## src/common/irq_ctl_defs.vh

```
`ifndef IRQ_CTL_DEFS_VH
`define IRQ_CTL_DEFS_VH

// opcodes handled by this block
`define OPC_USER_IRQ_ENABLE  8'h99
`define OPC_USER_IRQ_DISABLE 8'h98
`define OPC_WAIT_FOR_IRQ     8'h94

// execution length of each handled instruction, in core cycles
`define INSTR_CYCLES         3'h4

// reset value of the user global enable bit
`define USER_IRQ_EN_RESET    1'b0

`endif

```

## src/rtl/irq_ack_gate.v

```verilog
`timescale 1ns/10ps
`default_nettype none
module irq_ack_gate
#(
    parameter N_IRQ = 4
)
(
    input  wire             i_clk,
    input  wire             i_rst_n,
    input  wire [N_IRQ-1:0] i_pend,
    input  wire [N_IRQ-1:0] i_mask_n,
    input  wire             i_user_en,
    input  wire             i_master_dis,
    output wire             o_take,
    output reg  [N_IRQ-1:0] o_ack_sel
);
    wire [N_IRQ-1:0] live;

    // unmasked pending requests, gated by both global enables
    assign live   = i_pend & i_mask_n;
    assign o_take = i_user_en & ~i_master_dis & (|live); // see RQ2 see RQ5

    // registered one-hot pick of the lowest live request
    always @(posedge i_clk)
    begin
        if (!i_rst_n)
            o_ack_sel <= {N_IRQ{1'b0}};
        else if (o_take)
            o_ack_sel <= live & (~live + {{(N_IRQ-1){1'b0}}, 1'b1});
        else
            o_ack_sel <= {N_IRQ{1'b0}};
    end
endmodule
`default_nettype wire

```

## src/rtl/irq_instr_unit.v

```verilog
// Operation
// RQ1: opcode 8'h99 sets the user global enable bit, takes 4 cycles, keeps Z and S.
// RQ2: with the enable set, any unmasked request is acknowledged unless master-disabled.
// RQ3: opcode 8'h94 takes 4 cycles, keeps Z and S, then halts fetch until an interrupt.
// RQ4: while waiting, peripherals keep their clock; only the program is held.
// RQ5: opcode 8'h98 clears the enable bit; while clear, requests stay pending.
`timescale 1ns/10ps
`default_nettype none
`include "irq_ctl_defs.vh"
module irq_instr_unit
#(
    parameter N_IRQ = 4
)
(
    // clock and reset
    input  wire             I_CLK,
    input  wire             I_RST_N,
    // instruction issue from the sequencer
    input  wire             i_DEC_VALID,
    input  wire [7:0]       i_OPCODE,
    // interrupt side, same clock domain
    input  wire [N_IRQ-1:0] i_IRQ_PEND,
    input  wire [N_IRQ-1:0] i_IRQ_MASK_N,
    input  wire             i_MASTER_DIS,
    // sequencer control
    output wire             o_BUSY,
    output reg              o_DONE,
    output wire             o_FETCH_HOLD,
    output wire             o_FLAG_KEEP,
    output wire             o_PERIPH_RUN,
    // interrupt acknowledge
    output wire             o_IRQ_TAKE,
    output wire [N_IRQ-1:0] o_IRQ_ACK,
    output wire             o_USER_EN
);
    // sequencer states
    localparam ST_IDLE = 2'h0;
    localparam ST_EXEC = 2'h1;
    localparam ST_WAIT = 2'h2;

    // state, counter and latched instruction kind
    reg [1:0] state_reg, state_next;
    reg [2:0] cnt_reg, cnt_next;
    reg       is_wait_reg, is_wait_next;
    // user enable bit and completion pulse
    reg       user_en_reg, user_en_next;
    reg       done_next;
    // issue accepted and acknowledge strobe
    wire      hit;
    wire      take;

    // opcode sets the user enable bit
    function is_enable_op;
        input [7:0] op;
        begin
            is_enable_op = (op == `OPC_USER_IRQ_ENABLE);
        end
    endfunction

    // opcode clears the user enable bit
    function is_disable_op;
        input [7:0] op;
        begin
            is_disable_op = (op == `OPC_USER_IRQ_DISABLE);
        end
    endfunction

    // opcode parks the program until a request
    function is_wait_op;
        input [7:0] op;
        begin
            is_wait_op = (op == `OPC_WAIT_FOR_IRQ);
        end
    endfunction

    // opcode is one this block executes
    function is_ours;
        input [7:0] op;
        begin
            is_ours = is_enable_op(op) || is_disable_op(op) || is_wait_op(op);
        end
    endfunction

    // last execute cycle of a handled instruction
    function exec_last;
        input [1:0] st;
        input [2:0] cnt;
        begin
            exec_last = (st == ST_EXEC) && (cnt == 3'h1);
        end
    endfunction

    // issue taken only from idle; other opcodes belong to the rest of the core
    assign hit = i_DEC_VALID && (state_reg == ST_IDLE) && is_ours(i_OPCODE);

    // sequencing state and execute cycle counter
    always @*
    begin
        state_next = state_reg;
        cnt_next   = cnt_reg;
        case (state_reg)
            ST_IDLE:
            begin
                if (hit)
                begin
                    state_next = ST_EXEC;
                    cnt_next   = `INSTR_CYCLES - 3'h1; // see RQ1 see RQ3
                end
            end
            ST_EXEC:
            begin
                if (!exec_last(state_reg, cnt_reg))
                    cnt_next = cnt_reg - 3'h1;
                else if (is_wait_reg)
                    state_next = ST_WAIT; // see RQ3
                else
                    state_next = ST_IDLE;
            end
            ST_WAIT:
            begin
                if (|i_IRQ_PEND)
                    state_next = ST_IDLE; // see RQ3
            end
            default:
                state_next = ST_IDLE;
        endcase
    end

    // remember whether the running instruction ends in a wait
    always @*
    begin
        is_wait_next = is_wait_reg;
        if (hit)
            is_wait_next = is_wait_op(i_OPCODE);
    end

    // user global enable bit, changed only at issue
    always @*
    begin
        user_en_next = user_en_reg;
        if (hit && is_enable_op(i_OPCODE))
            user_en_next = 1'b1; // see RQ1
        else if (hit && is_disable_op(i_OPCODE))
            user_en_next = 1'b0; // see RQ5
    end

    // one-cycle completion pulse after the last execute cycle
    always @*
    begin
        done_next = exec_last(state_reg, cnt_reg); // see RQ1 see RQ3
    end

    // state register
    always @(posedge I_CLK)
    begin
        if (!I_RST_N)
            state_reg <= ST_IDLE;
        else
            state_reg <= state_next;
    end

    // execute cycle counter
    always @(posedge I_CLK)
    begin
        if (!I_RST_N)
            cnt_reg <= 3'h0;
        else
            cnt_reg <= cnt_next;
    end

    // latched wait kind
    always @(posedge I_CLK)
    begin
        if (!I_RST_N)
            is_wait_reg <= 1'b0;
        else
            is_wait_reg <= is_wait_next;
    end

    // user global enable bit
    always @(posedge I_CLK)
    begin
        if (!I_RST_N)
            user_en_reg <= `USER_IRQ_EN_RESET;
        else
            user_en_reg <= user_en_next;
    end

    // completion pulse register
    always @(posedge I_CLK)
    begin
        if (!I_RST_N)
            o_DONE <= 1'b0;
        else
            o_DONE <= done_next;
    end

    // issue and execution status to the sequencer
    assign o_BUSY       = (state_reg != ST_IDLE) || hit;
    assign o_FLAG_KEEP  = o_BUSY; // see RQ1 see RQ3

    // program parked; peripheral clocks never gated here
    assign o_FETCH_HOLD = (state_reg == ST_WAIT); // see RQ3
    assign o_PERIPH_RUN = 1'b1; // see RQ4

    // enable bit and acknowledge strobe out
    assign o_USER_EN    = user_en_reg;
    assign o_IRQ_TAKE   = take;

    // acknowledge gate
    irq_ack_gate #(
        .N_IRQ (N_IRQ)
    ) u_gate (
        .i_clk        (I_CLK),
        .i_rst_n      (I_RST_N),
        .i_pend       (i_IRQ_PEND),
        .i_mask_n     (i_IRQ_MASK_N),
        .i_user_en    (user_en_reg),
        .i_master_dis (i_MASTER_DIS),
        .o_take       (take),
        .o_ack_sel    (o_IRQ_ACK)
    );
endmodule
`default_nettype wire

```

## config.mk

```make
export PLATFORM = sky130hd
export DESIGN_NAME = irq_instr_unit
export DESIGN_NICKNAME = d
export VERILOG_FILES = /design/src/rtl/irq_ack_gate.v /design/src/rtl/irq_instr_unit.v
export VERILOG_INCLUDE_DIRS = /design/src /design/src/common
export SDC_FILE = /design/constraint.sdc
export NUM_CORES = 1
export LEC_CHECK = 0
export ABC_AREA = 1
export BUFFER_PORTS_ARGS = -buffer_cell sky130_fd_sc_hd__buf_2
export CORE_MARGIN = 1
export CORE_UTILIZATION = 39
export CTS_CLUSTER_SIZE = 8
export DETAILED_ROUTE_END_ITERATION = 10
export GPL_TIMING_DRIVEN = 0
export PLACE_DENSITY = 0.72
export SLEW_MARGIN = 10
export SYNTH_ARGS = -nofsm -noshare
export SYNTH_HDL_FRONTEND = slang
export SYNTH_SLANG_ARGS = --single-unit
```

## constraint.sdc

```tcl
create_clock -name I_CLK -period 1.4 [get_ports I_CLK]
set_input_delay 0.42 -clock I_CLK [delete_from_list [all_inputs] [get_ports I_CLK]]
set_output_delay 0.42 -clock I_CLK [all_outputs]
set_load 0.1 [all_outputs]
```

# Word-level counts from Yosys, hierarchy flattened
# Index checks and enable logic that the tools add are counted.
[totals]
out_inout_bits = 11
word_cells = 51
regBits = 12
[classes]
n_bitwise = 6
addsub = 2
reduce_logical = 17
n_eq_ne = 10
mux = 10
[op_table]
columns = ["cell", "count"]
rows = [
  ["== test 8 bit (second input constant)", 3],
  ["AND 4 bit", 2],
  ["two-way mux 2 bit", 4],
  ["OR reduction 4 bit", 2],
  ["two-way mux 3 bit", 2],
  ["!= test 2 bit (second input constant)", 3],
  ["one-hot mux 2 bit (3 select lines)", 1],
  ["one-hot mux 3 bit (2 select lines)", 1],
  ["AND reduction 3 bit", 2],
  ["nonzero test 2 bit", 3],
  ["logical AND 1 bit", 5],
  ["adder 4 x 1 -> 4 bit (second input constant)", 1],
  ["inverter 4 bit", 1],
  ["== test 3 x 1 -> 1 bit (second input constant)", 1],
  ["logical OR 1 bit", 3],
  ["subtractor 3 x 1 -> 3 bit (second input constant)", 1],
  ["AND 1 bit", 2],
  ["== test 2 x 1 -> 1 bit (second input constant)", 1],
  ["== test 2 bit (second input constant)", 1],
  ["zero test 2 bit", 1],
  ["two-way mux 1 bit", 2],
  ["!= test 2 x 1 -> 1 bit (second input constant)", 1],
  ["AND reduction 2 bit", 1],
  ["inverter 1 bit", 1],
]

# Logic depth before layout (Yosys ltp)
[depth]
word_depth = 7
mapped_depth = 8

# By module
# Synthesis repeated with hierarchy kept, for this count alone.
[unflattened]
cells_unflattened = 98
area_unflattened_um2 = 744.5
[modules_own_cells]
columns = ["mod", "cells_each", "n_inst", "seq_area_each_um2", "area_each_um2"]
rows = [
  ["irq_instr_unit", 74, 1, 160.2, 556.8],
  ["irq_ack_gate", 24, 1, 80.1, 187.7],
]

# Worst setup path before layout
# No wires, ideal clock.
[synth_path]
path_kind = "register to output"
start = "register user_en_reg, in the netlist o_USER_EN"
end = "output o_IRQ_TAKE"
required_ps = 980
setup_slack_ps = -1356
stages_incl_launch_ff = 3
path_buffers = 0
arrival_time_ps = 2336
path_cell_list = "dfxtp_1 > nand2_1 > nor2_1"
[synth_between]
elab_chain_cells = 2
[synth_lines]
columns = ["element", "line_no", "rtl"]
rows = [
  ["start: declaration", "irq_instr_unit.v:46", "reg user_en_reg, user_en_next;"],
  ["start signal: assignment", "irq_instr_unit.v:184", "user_en_reg <= `USER_IRQ_EN_RESET;"],
  ["start signal: assignment", "irq_instr_unit.v:186", "user_en_reg <= user_en_next;"],
  ["AND 1 bit (2 in series)", "irq_ack_gate.v:21", "assign o_take = i_user_en & ~i_master_dis & (|live);"],
  ["end: declaration", "irq_instr_unit.v:32", "output wire o_IRQ_TAKE,"],
]
# No other way between the ends.

# Worst setup path after layout
[layout_path]
start = "register state_reg[0]"
end = "output o_FLAG_KEEP"
[layout_between]
elab_chain_cells = 4
[layout_lines]
columns = ["element", "line_no", "rtl"]
rows = [
  ["start: declaration", "irq_instr_unit.v:42", "reg [1:0] state_reg, state_next;"],
  ["start signal: assignment", "irq_instr_unit.v:159", "state_reg <= state_next;"],
  ["zero test 2 bit", "irq_instr_unit.v:94", "assign hit = i_DEC_VALID && (state_reg == ST_IDLE) && is_ours(i_OPCODE);"],
  ["logical AND 1 bit (2 in series)", "irq_instr_unit.v:94", ""],
  ["logical OR 1 bit (*)", "irq_instr_unit.v:199", "assign o_BUSY = (state_reg != ST_IDLE) || hit;"],
  ["end: declaration", "irq_instr_unit.v:29", "output wire o_FLAG_KEEP,"],
]
# Mark *: on every way between the ends. The rest lies on a longest branch, timed or not.

==> metrics.txt <==
outcome finished with violations; violated checks setup timing; Final WS setup -0.4368 ns; skew final 0.003742 ns; Port-buffer cells 29; CP Capture Type output pin; Post-synth EDFFs 0; fraction of registers with async set/reset 0%; Distinct cells, synth 25; main flop type after synthesis dfxtp_1; worst-path cell chain inv_2 -> nand2_4 -> nor2_4 -> nand3_2 -> nand2_2 -> inv_2 -> nand3_4 -> buf_12 -> buf_12; initial cell density of the core a little over two fifths; vias in the first global route 674; count leader, synth nand2_1; largest net degree at the start of global routing 8; post-synthesis net count 108; register area 244.0 sq um; residual DRC count 0; post-synthesis register bit count 12; Total Neg Setup Slack -1.128 ns; Commonest cells post-synth nand2_1 (17), dfxtp_1 (12), inv_1 (10); CP Class flip-flop to output pin; layout cells sized above 1 64.18%; Mapped Area 654.4 sq um; multi-input combinational cell area 419.2 sq um; critical path's slowest cell dfxtp_2; final-report max-slew violation count 0; GR Overflow Total 0; CP Data Arrival Time 1.42 ns; Core Region 0.001541 sq mm; first-pass GRT wire length between 2 and 3 mm; worst path required time 0.98 ns; drt pass-1 iters 5; max reg flops 4; final core utilization between 70% and 80%; leading area contributor after synthesis dfxtp_1; gp weighted congestion 0.7813; initial antenna violation count 0; die height between 40 and 50 um; VDD IR max 0.4724 mV; I/O pins 31; Crit path largest cell delay 0.34 ns; worst skew pair latency 0.27 ns; cell count after synthesis between 80 and 90; H-Tree Depth 1; CTS max path bufs 2; max_cap viols 0; WL/cell 11.19 um; CTS root buf clkbuf_4; share of the synthesized area in the top cell type ~37%; period utilization 131.2%; f_max 544.4 MHz; type of origin of the critical path flip-flop; type of the worst min-delay path input pin to flip-flop; pwr dens 654.2 mW/mm^2; syn_area_per_cell between 7 and 8 sq um; Fillers 113; Area Overhead vs Synth 79.92%; CTS tree done; CTS Buf Count 3; register area share after synthesis 36.71%; GRT Total Usage a little under a fifth; die footprint ~0.0018 sq mm; drt via density 4.973; Final HPWL DP 1.023 mm; Antenna diodes 0; fin nets around 160; leak pwr 0.0005616 uW; Detailed Route Iter0 Violations 12; via count of the routed design about 750; routed wire length 1.679 mm; FP Rows 14; CTS Hold Bufs 0; CP max FO 3; top cells by area, synth dfxtp_1 (37%), nand2_1 (9.8%), inv_1 (5.7%), nand3_2 (4.6%), inv_2 (4.0%); die extent in x roughly 43 um; final hold vios 0; clk sinks 12; Final ANT Viol Nets 0; CTS clock-pin slew for the worst setup and hold paths 0.09 ns; synth warn 0; Final Setup Violations 4; RSZ-0062 raised after global routing yes; Period minus WS final between 1.5 and 2 ns
## timing repair
item                       4_1_cts  5_1_grt
resized for setup               34        4
pin swaps                       10        7
cloned                           0        0
buffers inserted                12        3
setup endpoints to repair       10        4
## final timing paths
path | cells past startpoint | slack (ns) | endpoint | startpoint
worst max-delay path | 9 | -0.44 | o_FLAG_KEEP | state_reg[0]
worst min-delay path | 3 | 0.39 | u_gate.o_ack_sel[2] | i_IRQ_MASK_N[2]
worst max register to register | 10 | 0.03 | cnt_reg[2] | state_reg[0]
worst min register to register | 2 | 0.50 | state_reg[1] | is_wait_reg
## cells in the final DEF, fill, tap and decap left out, types with 2 or more instances in the layout
master | Yosys | layout
nand2_2 | 2 | 4
nor2_4 | 2 | 4
nor3_1 | 2 | 2
nand3_4 | 1 | 2
nand4_1 | 2 | 2
inv_1 | 10 | 8
nor3b_1 | 2 | 2
buf_2 | 0 | 15
nor2_2 | 2 | 2
nor2_1 | 6 | 4
clkbuf_4 | 0 | 3
dfxtp_1 | 12 | 9
nand2_4 | 0 | 5
dfxtp_2 | 0 | 3
nand3_2 | 3 | 3
nand2_1 | 17 | 10
a21oi_2 | 0 | 2
buf_4 | 2 | 22
a31oi_1 | 2 | 2
buf_6 | 0 | 5
inv_2 | 7 | 7
ha_1 | 2 | 2
buf_12 | 0 | 4
## layer usage
metal | global-route usage [%] | vias up | share of wire (%)
li1 | - | 365 | -
met1 | 19.58 | 345 | 41
met2 | 35.76 | 32 | 53
met3 | 2.553 | 4 | 4.7
met4 | 10.91 | 0 | 2.0
met5 | 0 | - | 0
## logic make-up (layout without fill, tap and decap cells)
| logic type | Yosys count | in the layout | share of synthesized area [%] |
|---|---|---|---|
| simple gates | 43 | 43 | 37.48 |
| buf+inv | 19 | 67 | 12.05 |
| flops | 12 | 12 | 36.71 |
| compound gates | 8 | 8 | 8.029 |
| fa+ha+maj | 2 | 2 | 3.823 |
| other cells | 1 | 1 | 0.5731 |
| xor+xnor | 1 | 1 | 1.339 |
## metrics by stage
stage / hold WS [ns] / setup WS, ns / area (sq um) / instances / power (uW)
final: 0.3897 / -0.4368 / 1177 / 150 / 770.3
after global routing: 0.3960 / -0.5084 / 1177 / 150 / 788.8
after CTS: 0.3751 / -0.4585 / 1139 / 147 / 762.6
after detailed placement: 0.4814 / -0.6828 / 889.6 / 131 / 458.4
after global placement: 0.4836 / -0.6724 / 889.6 / 131 / 456.3
after floorplan: 0.4632 / -0.3653 / 724.4 / 86 / 414.7
## critical path: cells and delay by family (launching register included)
| kind | cells | cell delay [ns] |
|---|---|---|
| buf+inv | 4 | 0.38 |
| flops | 1 | 0.34 |
| simple gates | 5 | 0.41 |
## area by class of cell
type | instances | area share [%]
multi-input combinational | 55 | 35.60
timing repair buffer | 44 | 29.65
sequential | 12 | 20.72
inverter | 17 | 6.908
clock buffer | 4 | 3.082
buffer | 2 | 2.338
tap | 16 | 1.700
## power by group
group | switching [uW] | total [uW] | internal [uW]
clock | 128 | 286 | 158
sequential | 0.698 | 343 | 342
combinational | 77.9 | 142 | 63.8
Note: power is estimated with default switching activity, not from simulation.
